`src/logic/port_access_map.vh`:
```
// Operation codes, widths and reset values for the port access logic
`ifndef PORT_ACCESS_MAP_VH
`define PORT_ACCESS_MAP_VH

// Port geometry
`define PORT_WIDTH          8
`define NIB_WIDTH           4
`define OP_WIDTH            5

// Reset values
`define LATCH_RESET         8'h00
`define ACC_RESET           8'h00

// Operation codes
`define OP_NOP              5'h00
`define OP_LOAD_NIB         5'h01
`define OP_LOAD_BYTE        5'h02
`define OP_STORE_NIB        5'h03
`define OP_STORE_BYTE       5'h04
`define OP_EXCHANGE_NIB     5'h05
`define OP_EXCHANGE_BYTE    5'h06
`define OP_INCREMENT_SKIP   5'h07
`define OP_SKIP_BIT_TRUE    5'h08
`define OP_SKIP_BIT_FALSE   5'h09
`define OP_TEST_CLEAR_BIT   5'h0A
`define OP_BIT_SET          5'h0B
`define OP_BIT_CLEAR        5'h0C
`define OP_BIT_FROM_CARRY   5'h0D
`define OP_BIT_TO_CARRY     5'h0E
`define OP_CARRY_AND        5'h0F
`define OP_CARRY_OR         5'h10
`define OP_CARRY_XOR        5'h11
`define OP_COMPARE_NIB      5'h12
`define OP_COMPARE_BYTE     5'h13
`define OP_ADD_SKIP         5'h14
`define OP_ACC_AND          5'h15
`define OP_ACC_OR           5'h16
`define OP_ACC_XOR          5'h17

`endif

```
`src/logic/digital_port_access_logic.v`:
```
// Digital port access logic: pin/latch views for data-memory instructions
//
// Summary of operation
// - Input mode: loads and tests see pins
// - Input mode: accumulator store fills latch only
// - Input mode: exchange takes pins, latches accumulator
// - Input mode: increment stores pins plus one
// - Input mode: bit writes, other bits of the nibble copied from pins
// - Output mode: loads and tests see latch
// - Output mode: accumulator store latches and drives
// - Output mode: exchange swaps latch, drives result
// - Output mode: increment latch, drive new value
// - Output mode: bit write changes only that bit
// - Carry operations use pin or latch bit
// - Compare and arithmetic use pin or latch
`timescale 1ns/1ps
`include "port_access_map.vh"

module digital_port_access_logic #(
    parameter WIDTH = `PORT_WIDTH,
    parameter NIB_W = `NIB_WIDTH
) (
    input  wire                 mclk,
    input  wire                 rst_b,
    input  wire                 op_valid,
    input  wire [`OP_WIDTH-1:0] op_code,
    input  wire                 nib_sel,
    input  wire [1:0]           bit_sel,
    input  wire [WIDTH-1:0]     acc_in,
    input  wire                 carry_flag_in,
    input  wire [WIDTH-1:0]     dir_out,
    input  wire [WIDTH-1:0]     pin_in,
    output wire [WIDTH-1:0]     pin_out,
    output wire [WIDTH-1:0]     pin_oe,
    output wire [WIDTH-1:0]     acc_out,
    output wire                 acc_we,
    output wire                 carry_flag_out,
    output wire                 carry_we,
    output wire                 skip,
    output wire                 done
);

    // Reset values sized to the port width
    localparam [WIDTH-1:0] LATCH_INIT = `LATCH_RESET;
    localparam [WIDTH-1:0] ACC_INIT   = `ACC_RESET;
    localparam [WIDTH-1:0] NO_DRIVE   = {WIDTH{1'b0}};

    // Internal bus view: latch for output pins, pin level for input pins
    function [WIDTH-1:0] bus_view;
        input [WIDTH-1:0] latch;
        input [WIDTH-1:0] pins;
        input [WIDTH-1:0] dir;
        begin
            bus_view = (dir & latch) | (~dir & pins);
        end
    endfunction

    // Nibble select high picks the upper 4-bit port
    function [NIB_W-1:0] get_nib;
        input [WIDTH-1:0] word;
        input             sel;
        begin
            if (sel) begin
                get_nib = word[WIDTH-1:NIB_W];
            end else begin
                get_nib = word[NIB_W-1:0];
            end
        end
    endfunction

    // Replaces one nibble and keeps the other
    function [WIDTH-1:0] put_nib;
        input [WIDTH-1:0] word;
        input             sel;
        input [NIB_W-1:0] nib;
        begin
            if (sel) begin
                put_nib = {nib, word[NIB_W-1:0]};
            end else begin
                put_nib = {word[WIDTH-1:NIB_W], nib};
            end
        end
    endfunction

    // Rewrites one bit of a nibble, the rest pass through
    function [NIB_W-1:0] put_bit;
        input [NIB_W-1:0] nib;
        input [1:0]       idx;
        input             val;
        reg   [NIB_W-1:0] tmp;
        begin
            tmp      = nib;
            tmp[idx] = val;
            put_bit  = tmp;
        end
    endfunction

    // Nibble results reach the accumulator with the upper bits cleared
    function [WIDTH-1:0] widen_nib;
        input [NIB_W-1:0] nib;
        begin
            widen_nib = {{(WIDTH-NIB_W){1'b0}}, nib};
        end
    endfunction

    wire [WIDTH-1:0]  pin_s;

    reg  [WIDTH-1:0]  latch_r;
    reg  [WIDTH-1:0]  latch_nxt;
    reg  [WIDTH-1:0]  oe_r;
    reg  [WIDTH-1:0]  acc_r;
    reg  [WIDTH-1:0]  acc_nxt;
    reg               acc_we_r;
    reg               acc_we_nxt;
    reg               carry_r;
    reg               carry_nxt;
    reg               carry_we_r;
    reg               carry_we_nxt;
    reg               skip_r;
    reg               skip_nxt;
    reg               done_r;

    wire [WIDTH-1:0]  view;
    wire [NIB_W-1:0]  view_nib;
    wire              view_bit;
    wire [NIB_W-1:0]  acc_nib;
    wire [NIB_W:0]    add_sum;
    wire [NIB_W-1:0]  inc_nib;

    // Pins come from outside the clock domain
    pin_sync #(
        .WIDTH (WIDTH)
    ) u_pin_sync (
        .mclk  (mclk),
        .rst_b (rst_b),
        .d     (pin_in),
        .q     (pin_s)
    );

    // Direction is same-clock and read as is; pins arrive two edges late
    assign view     = bus_view(latch_r, pin_s, dir_out);
    assign view_nib = get_nib(view, nib_sel);
    assign view_bit = view_nib[bit_sel];
    assign acc_nib  = acc_in[NIB_W-1:0];
    assign add_sum  = {1'b0, acc_nib} + {1'b0, view_nib};
    assign inc_nib  = view_nib + {{(NIB_W-1){1'b0}}, 1'b1};

    // One op per cycle; each op sees the latch left by the one before
    always @* begin
        latch_nxt    = latch_r;
        acc_nxt      = acc_r;
        acc_we_nxt   = 1'b0;
        carry_nxt    = carry_r;
        carry_we_nxt = 1'b0;
        skip_nxt     = 1'b0;
        if (op_valid) begin
            case (op_code)
                // Reads: the accumulator takes the bus view
                `OP_LOAD_NIB: begin
                    acc_nxt    = widen_nib(view_nib);
                    acc_we_nxt = 1'b1;
                end
                `OP_LOAD_BYTE: begin
                    acc_nxt    = view;
                    acc_we_nxt = 1'b1;
                end

                // Writes: latch only, the driver follows direction
                `OP_STORE_NIB: begin
                    latch_nxt = put_nib(latch_r, nib_sel, acc_nib);
                end
                `OP_STORE_BYTE: begin
                    latch_nxt = acc_in;
                end
                `OP_EXCHANGE_NIB: begin
                    acc_nxt    = widen_nib(view_nib);
                    acc_we_nxt = 1'b1;
                    latch_nxt  = put_nib(latch_r, nib_sel, acc_nib);
                end
                `OP_EXCHANGE_BYTE: begin
                    acc_nxt    = view;
                    acc_we_nxt = 1'b1;
                    latch_nxt  = acc_in;
                end

                // Skip when the nibble wraps to zero
                `OP_INCREMENT_SKIP: begin
                    latch_nxt = put_nib(latch_r, nib_sel, inc_nib);
                    skip_nxt  = (inc_nib == {NIB_W{1'b0}});
                end

                // Tests answer with a skip pulse; test-and-clear also clears the bit in the latch
                `OP_SKIP_BIT_TRUE: begin
                    skip_nxt = view_bit;
                end
                `OP_SKIP_BIT_FALSE: begin
                    skip_nxt = ~view_bit;
                end
                `OP_TEST_CLEAR_BIT: begin
                    skip_nxt  = view_bit;
                    // Other bits of the nibble rewritten from the bus view
                    latch_nxt = put_nib(latch_r, nib_sel,
                        put_bit(view_nib, bit_sel, 1'b0));
                end
                `OP_BIT_SET: begin
                    latch_nxt = put_nib(latch_r, nib_sel,
                        put_bit(view_nib, bit_sel, 1'b1));
                end
                `OP_BIT_CLEAR: begin
                    latch_nxt = put_nib(latch_r, nib_sel,
                        put_bit(view_nib, bit_sel, 1'b0));
                end
                `OP_BIT_FROM_CARRY: begin
                    latch_nxt = put_nib(latch_r, nib_sel,
                        put_bit(view_nib, bit_sel, carry_flag_in));
                end

                // Carry operations use one bit of the view
                `OP_BIT_TO_CARRY: begin
                    carry_nxt    = view_bit;
                    carry_we_nxt = 1'b1;
                end
                `OP_CARRY_AND: begin
                    carry_nxt    = carry_flag_in & view_bit;
                    carry_we_nxt = 1'b1;
                end
                `OP_CARRY_OR: begin
                    carry_nxt    = carry_flag_in | view_bit;
                    carry_we_nxt = 1'b1;
                end
                `OP_CARRY_XOR: begin
                    carry_nxt    = carry_flag_in ^ view_bit;
                    carry_we_nxt = 1'b1;
                end

                // Compares skip on equality
                `OP_COMPARE_NIB: begin
                    skip_nxt = (acc_nib == view_nib);
                end
                `OP_COMPARE_BYTE: begin
                    skip_nxt = (acc_in == view);
                end
                // Carry out of the nibble asks for a skip
                `OP_ADD_SKIP: begin
                    acc_nxt    = widen_nib(add_sum[NIB_W-1:0]);
                    acc_we_nxt = 1'b1;
                    skip_nxt   = add_sum[NIB_W];
                end
                `OP_ACC_AND: begin
                    acc_nxt    = widen_nib(acc_nib & view_nib);
                    acc_we_nxt = 1'b1;
                end
                `OP_ACC_OR: begin
                    acc_nxt    = widen_nib(acc_nib | view_nib);
                    acc_we_nxt = 1'b1;
                end
                `OP_ACC_XOR: begin
                    acc_nxt    = widen_nib(acc_nib ^ view_nib);
                    acc_we_nxt = 1'b1;
                end

                // Unknown codes answer with done alone
                default: begin
                    latch_nxt = latch_r;
                end
            endcase
        end
    end

    // Latch keeps its value across a direction change, so a pin switched
    // to output drives whatever was stored while it was an input
    always @(posedge mclk) begin
        if (!rst_b) begin
            latch_r    <= LATCH_INIT;
            oe_r       <= NO_DRIVE;
            acc_r      <= ACC_INIT;
            acc_we_r   <= 1'b0;
            carry_r    <= 1'b0;
            carry_we_r <= 1'b0;
            skip_r     <= 1'b0;
            done_r     <= 1'b0;
        end else begin
            latch_r    <= latch_nxt;
            oe_r       <= dir_out;
            acc_r      <= acc_nxt;
            acc_we_r   <= acc_we_nxt;
            carry_r    <= carry_nxt;
            carry_we_r <= carry_we_nxt;
            skip_r     <= skip_nxt;
            // Done answers every taken op, unknown codes too
            done_r     <= op_valid;
        end
    end

    // Driver enable never follows the operation, only the direction
    assign pin_out        = latch_r;
    assign pin_oe         = oe_r;
    assign acc_out        = acc_r;
    assign acc_we         = acc_we_r;
    assign carry_flag_out = carry_r;
    assign carry_we       = carry_we_r;
    assign skip           = skip_r;
    assign done           = done_r;

endmodule

```
`src/logic/pin_sync.v`:
```
// Two-stage synchroniser for the port pin levels
`timescale 1ns/1ps

module pin_sync #(
    parameter WIDTH = 8
) (
    input  wire             mclk,
    input  wire             rst_b,
    input  wire [WIDTH-1:0] d,
    output wire [WIDTH-1:0] q
);

    genvar i;

    generate
        for (i = 0; i < WIDTH; i = i + 1) begin : g_bit
            reg meta_r;
            reg sync_r;
            always @(posedge mclk) begin
                if (!rst_b) begin
                    meta_r <= 1'b0;
                    sync_r <= 1'b0;
                end else begin
                    meta_r <= d[i];
                    sync_r <= meta_r;
                end
            end
            assign q[i] = sync_r;
        end
    endgenerate

endmodule

```
`config.mk`:
```
export PLATFORM = sky130hd
export DESIGN_NAME = digital_port_access_logic
export DESIGN_NICKNAME = d
export VERILOG_FILES = /design/src/logic/digital_port_access_logic.v /design/src/logic/pin_sync.v
export VERILOG_INCLUDE_DIRS = /design/src /design/src/logic
export SDC_FILE = /design/constraint.sdc
export NUM_CORES = 1
export LEC_CHECK = 0
export BUFFER_PORTS_ARGS = -buffer_cell sky130_fd_sc_hd__buf_2
export CAP_MARGIN = 20
export CORE_ASPECT_RATIO = 1.75
export CORE_MARGIN = 2
export CORE_UTILIZATION = 35
export CTS_CLUSTER_DIAMETER = 30
export CTS_CLUSTER_SIZE = 30
export DETAILED_ROUTE_END_ITERATION = 16
export PLACE_DENSITY = 0.66
export REMOVE_ABC_BUFFERS = 1
export SYNTH_ARGS = -nofsm -noshare
export SYNTH_HDL_FRONTEND = slang
export SYNTH_HIERARCHICAL = 1
export SYNTH_SLANG_ARGS = --single-unit
```
`constraint.sdc`:
```
create_clock -name mclk -period 2.77 [get_ports mclk]
set_clock_uncertainty 0.15 [all_clocks]
set_input_delay 0.4155 -clock mclk [delete_from_list [all_inputs] [get_ports mclk]]
set_output_delay 0.4155 -clock mclk [all_outputs]
set_load 0.03 [all_outputs]
```
==> flow_metrics.py, run 1 <==
metrics = {
    "logic_synthesis": {
        "yosysWarnings": 6,
        "ys_ff_latch": 45,
        "synth_flop_cell": "dfxtp_1",
        "syn_area_mm2": 0.00294,
        "syn_inst": 353,
        "synthArstFlopShare_pct": 0,
        "synth-edff-count": 0,
        "synth_cell_types": 55,
        "syn_area_per_cell_um2": 8.32,
        "ys_seq_area_share_pct": 30.7,
    },
    "floorplan": {
        "start_util_pct": 35.8,
        "die_x_um": 73.3,
        "design.core.area_mm2": 0.00820,
        "dieArea_mm2": 0.00917,
        "die_y_um": 125,
        "rows": 44,
        "num_io_pins": 65,
    },
    "global_route": {
        "top_usage_layer": "met2",
        "grt_first_pass_wirelength_um": 15000,
        "overflow": 0,
        "met3_usage_pct": 4.03,
        "met2_usage_pct": 36.9,
        "grt_use_met1_pct": 21.6,
        "grt.total_usage_pct": 21.9,
        "antenna_found_initial": 0,
        "grt_max_degree": 39,
        "first_global_vias": 2910,
    },
    "placed_design": {
        "dp_cells": 527,
        "numPortBuffers": 64,
        "place_hpwl_um": 7880,
        "gp_congestion": 0.994,
    },
    "cts": {
        "cts-root-buf": "clkbuf_16",
        "cts_hold_buf": 0,
        "cts_buffer_depth": 2,
        "cts_tree": "yes",
        "cts_made_buffers": 5,
        "ctsHtreeMaxLevel": 2,
        "cts.sinks": 45,
        "insertion_delay_ns": 0.29,
        "clkTransAtPathRegs_ns": 0.06,
    },
    "timing": {
        "rsz0062_at_grt": "false",
        "setup_viol_count_final": 0,
        "worstMarginPinSlew_ns": 0.584,
        "slew_violations": 0,
        "min_period_over_period_pct": 93.6,
        "fmax_mhz": 386,
        "hold_viol_final": 0,
        "fin_hold_ws_ns": 0.181,
        "maxSlewHeadroom_pct": 60.7,
        "tns_ns": 0,
        "period_minus_slack_ns": 2.59,
    },
    "hold_path": {
        "worstHoldStart": "pin_in[2]",
        "hold_depth": 2,
        "hold_class": "in2reg",
        "holdPathEnd": "u_pin_sync/g_bit[2].meta_r",
    },
    "setup_path": {
        "r2r_start": "pin_out[2]",
        "arrival_ns": 2.61,
        "reg2reg_setup_slack_ns": 0.18,
        "worstRegToRegCells": 11,
        "cp_max_fo": 5,
        "setup.worst_path.start_class": "flip-flop",
        "worst_ep_required_time_ns": 2.79,
        "critical_path_class": "reg2reg",
        "end_kind": "flip-flop",
        "r2r-end": "acc_out[3]",
        "critPathLaunch": "pin_out[2]",
    },
    "route": {
        "drc": 0,
        "routedWlPerCell_um": 18.1,
        "vias": 2946,
        "final_antenna_net_count": 0,
        "drt-pass1-iter-count": 4,
        "drt_iter0_drc": 192,
        "viasPerCell": 5.50,
        "wl_um": 9720,
    },
    "layout": {
        "nNetsFinal": 493,
        "syn_to_final_growth_pct": 27.4,
        "utilization_pct": 45.6,
        "antenna_cells": 0,
        "layout-drive-gt1-share_pct": 32.9,
        "fin_cells": 536,
    },
    "power_and_ir_drop": {
        "power.density_mw_per_mm2": 478,
        "ir_worst_vdd_v": 0.000385,
        "p_leak_uw": 0.00173,
    },
    "outcome": {
        "status": "finished, final reports clean",
    },
    "run": {
        "drv_cap": 0,
    },
}
==> layer usage <==
| metal | share of wire [%] | wire length, µm |
|---|---|---|
| met1 | 35 | 3410 |
| met2 | 50 | 4890 |
| met3 | 3.9 | 375 |
| met4 | 11 | 1050 |
| met5 | 0 | 0 |
==> final cells by class <==
| type | instances | area (µm²) |
|---|---|---|
| fill | 815 | 4460 |
| inverter | 16 | 60.1 |
| sequential | 45 | 901 |
| tap | 92 | 115 |
| timing repair buffer | 109 | 658 |
| clock buffer | 6 | 129 |
| clock inverter | 2 | 38.8 |
| multi-input combinational | 266 | 1840 |
==> Yosys cell counts, drive strengths merged, types with 4 or more instances <==
cell    count  area [µm²]
nor2       25        93.8
nand2      24        90.1
o21ai      24         120
and2       28         191
xor2        4        35.0
xnor2      11        96.3
dfxtp      45         901
nand2b      8        50.1
mux2        8         105
clkbuf     16        60.1
mux2i       8        80.1
nor4        5        31.3
ha         13         163
a21oi      26         134
mux4        4        90.1
nand3       7        35.0
inv        16        60.1
nor3        9        45.0
a22oi      10        75.1
buf        10        76.3
a31oi      11        68.8
==> flip-flops by register name, summed over array words and instances (netlist names) <==
name                     count
acc_out                      8
pin_oe                       8
pin_out                      8
u_pin_sync/g_bit.meta_r      8
u_pin_sync/g_bit.sync_r      8
acc_we                       1
carry_flag_out               1
carry_we                     1
done                         1
skip                         1
==> what timing repair did <==
action | 4_1_cts | 5_1_grt
buffers inserted | 0 | 1
gates resized for setup | 0 | 0
endpoints found under the setup margin | 0 | 1
==> worst max-delay path by stage <==
| stage | end | slack [ns] |
|---|---|---|
| global placement | carry_flag_out | -0.08 |
| detailed placement | carry_flag_out | -0.12 |
| CTS | carry_flag_out | 0.12 |
| global route | carry_flag_out | 0.03 |
| floorplan | carry_flag_out | -0.008 |
| finish | acc_out[3] | 0.18 |
==> layout by cell type, fill, tap and decap left out, drive strengths merged, types with 5 or more instances in the layout <==
cell,instances
buf,109
dfxtp,45
and2,28
a21oi,26
nor2,25
nand2,24
o21ai,24
inv,16
ha,13
xnor2,11
a31oi,11
a22oi,10
nor3,9
mux2i,8
nand2b,8
mux2,8
nand3,7
clkbuf,6
nor4,5
==> critical path: stages, from the launching register on <==
cell	delay (ns)
dfxtp_1	0.32
mux2_4	0.26
buf_4	0.18
mux2i_1	0.14
buf_4	0.17
ha_1	0.24
a21oi_1	0.15
nand2_1	0.09
xor2_1	0.14
mux4_2	0.47
nand2_1	0.09
a21oi_1	0.06
==> where the power goes <==
group          total, µW  internal (µW)  switching (µW)
combinational        419            178             241
sequential           688            676            12.4
clock                683            428             255
total               1790           1280             509
==> cell families after synthesis <==
kind of cell,count (synthesis),share of synthesized area (%)
xor gates and xnor gates,15,4.47
buffers and inverters,42,6.69
adders and majority gates,14,6.22
muxes,20,9.37
and+or+nand+nor,121,21.9
AOI/OAI and AO/OA,96,20.7
DFF,45,30.7
==> per-stage QoR <==
stage	cell area (µm²)	power (µW)	worst slack, ns
after floorplan	2800	917	-0.00800
after global placement	3570	1110	-0.0782
after detailed placement	3570	1120	-0.121
after CTS	3730	1800	0.123
after global routing	3740	1870	0.0275
final	3740	1790	0.178
Note: power is estimated with default switching activity, not from simulation.
==> inputs of run 2 (changes only) <==
REMOVE_ABC_BUFFERS = default   (was 1)
==> flow_metrics.py, run 2 (synthesis gave the netlist of run 1 again) <==
metrics = {
    "power_and_ir_drop": {
        "p_int_uw": 1190,
        "ir_worst_vdd_v": 0.000279,
        "power_switching_uw": 495,
        "switching_share_pct": 29.4,
        "power.density_mw_per_mm2": 453,
        "p_total_uw": 1680,
        "comb_power_share_pct": 24.8,
        "p_leak_uw": 0.00171,
        "power.share.clock_pct": 34.4,
        "p_seq_share_pct": 40.8,
    },
    "placed_design": {
        "gp_congestion": 1.04,
        "dp_slack_ns": -0.180,
        "place_hpwl_um": 7550,
        "numPortBuffers": 64,
        "dp_cells": 527,
    },
    "cts": {
        "cts_buffer_depth": 2,
        "cts-root-buf": "clkbuf_16",
        "cts_tree": "yes",
        "insertion_delay_ns": 0.29,
        "cts.sinks": 45,
        "cts_made_buffers": 5,
        "ctsHtreeMaxLevel": 2,
        "cts_setup_buffers": 0,
        "cts_hold_buf": 0,
        "clkTransAtPathRegs_ns": 0.06,
        "post_cts_resized": 0,
    },
    "floorplan": {
        "rows": 44,
        "num_io_pins": 65,
        "die_y_um": 125,
        "die_x_um": 73.3,
        "start_util_pct": 35.8,
        "dieArea_mm2": 0.00917,
        "design.core.area_mm2": 0.00820,
    },
    "layout": {
        "num-fill-cells": 830,
        "fin_cells": 535,
        "utilization_pct": 45.4,
        "layout_common_cells": "buf_2 (64), dfxtp_1 (44), buf_4 (44)",
        "syn_to_final_growth_pct": 26.7,
        "mostFrequentLayoutCell": "buf_2",
        "nNetsFinal": 492,
        "antenna_cells": 0,
        "layout-drive-gt1-share_pct": 33.0,
    },
    "timing": {
        "hold_viol_final": 0,
        "min_period_over_period_pct": 97.8,
        "maxSlewHeadroom_pct": 63.9,
        "slew_violations": 0,
        "period_minus_slack_ns": 2.71,
        "tns_ns": 0,
        "rsz0062_at_grt": "true",
        "fin_ws_ns": 0.0620,
        "setup_viol_count_final": 0,
        "worstMarginPinSlew_ns": 0.537,
        "fmax_mhz": 369,
    },
    "global_route": {
        "antenna_found_initial": 0,
        "grt.total_usage_pct": 21.6,
        "overflow": 0,
        "grt_first_pass_wirelength_um": 15200,
        "first_global_vias": 2956,
        "grt_max_degree": 39,
    },
    "run": {
        "drv_cap": 0,
    },
    "route": {
        "routedWlPerCell_um": 17.7,
        "vias": 2921,
        "final_antenna_net_count": 0,
        "viasPerCell": 5.46,
        "route.met2.wl_um": 5020,
        "wl_um": 9480,
        "drc": 0,
        "drt-pass1-iter-count": 4,
        "wl_met1_um": 3680,
        "wl_met3_um": 254,
        "drt_iter0_drc": 162,
        "top_layer_used": "met4",
    },
    "setup_path": {
        "r2r_start": "pin_out[3]",
        "setup.worst_path.start_class": "flip-flop",
        "r2r-end": "carry_flag_out",
        "end_kind": "flip-flop",
        "arrival_ns": 2.74,
        "worst_ep_required_time_ns": 2.80,
        "cp_max_fo": 3,
        "critical_path_class": "reg2reg",
        "critPathLaunch": "pin_out[3]",
        "reg2reg_setup_slack_ns": 0.06,
        "crit_path_end": "carry_flag_out",
        "worstRegToRegCells": 11,
    },
    "logic_synthesis": {
        "syn-num-nets": 403,
    },
    "hold_path": {
        "hold_class": "in2reg",
        "hold_depth": 2,
        "worstHoldStart": "pin_in[2]",
    },
    "outcome": {
        "status": "finished, final reports clean",
    },
}
[run 2: changes by cell type in the layout (fill, tap and decap cells not counted), sizes merged]
cell	previous run	this run
clkinvlp	0	1
buf	109	108
bufinv	1	0
clkinv	1	0
clkbuf	6	7
[run 2: critical path, stage by stage, from the launching register on]
cell and delay (ns):
dfxtp_2 0.33, mux2_4 0.28, mux4_2 0.48, a222oi_1 0.37, buf_4 0.21, ha_4 0.19
nand2_1 0.05, o21ai_1 0.06, a22oi_1 0.19, o31ai_1 0.10, mux2i_1 0.13, nor2_1 0.06
[run 2: routing by layer]
layer,GRT usage [%],vias up
li1,-,1434
met1,24.3,1380
met2,38.1,82
met3,1.53,25
met4,13.2,0
met5,0,-
[run 2: cell type report]
type / instances / area, µm² / area share [%]
clock buffers: 7 / 133 / 3.56
clock inverters: 1 / 7.51 / 0.202
inverters: 16 / 60.1 / 1.61
multi-input cells: 266 / 1850 / 49.8
flip-flops and latches: 45 / 902 / 24.2
well taps: 92 / 115 / 3.09
repair buffers: 108 / 651 / 17.5
[run 2: how the worst min path moves through the flow]
stage	to
floorplan	u_pin_sync/g_bit[1].sync_r
global placement	u_pin_sync/g_bit[1].sync_r
detailed placement	u_pin_sync/g_bit[1].sync_r
CTS	u_pin_sync/g_bit[2].meta_r
global route	u_pin_sync/g_bit[2].meta_r
finish	u_pin_sync/g_bit[2].meta_r
[run 2: metrics by stage]
stage / cell area [µm²] / hold slack (ns)
floorplan: 2940 / 0.262
global placement: 3570 / 0.270
detailed placement: 3570 / 0.276
CTS: 3710 / 0.181
global route: 3720 / 0.189
finish: 3720 / 0.179
[run 2: power by group through the flow]
| stage | clock network [µW] | registers, µW | logic [µW] |
|---|---|---|---|
| 2_1_floorplan | 0 | 735 | 216 |
| 3_3_place_gp | 0 | 701 | 408 |
| 3_5_place_dp | 0 | 701 | 410 |
| 4_1_cts | 593 | 687 | 414 |
| 5_1_grt | 616 | 690 | 454 |
| 6_report | 580 | 687 | 418 |
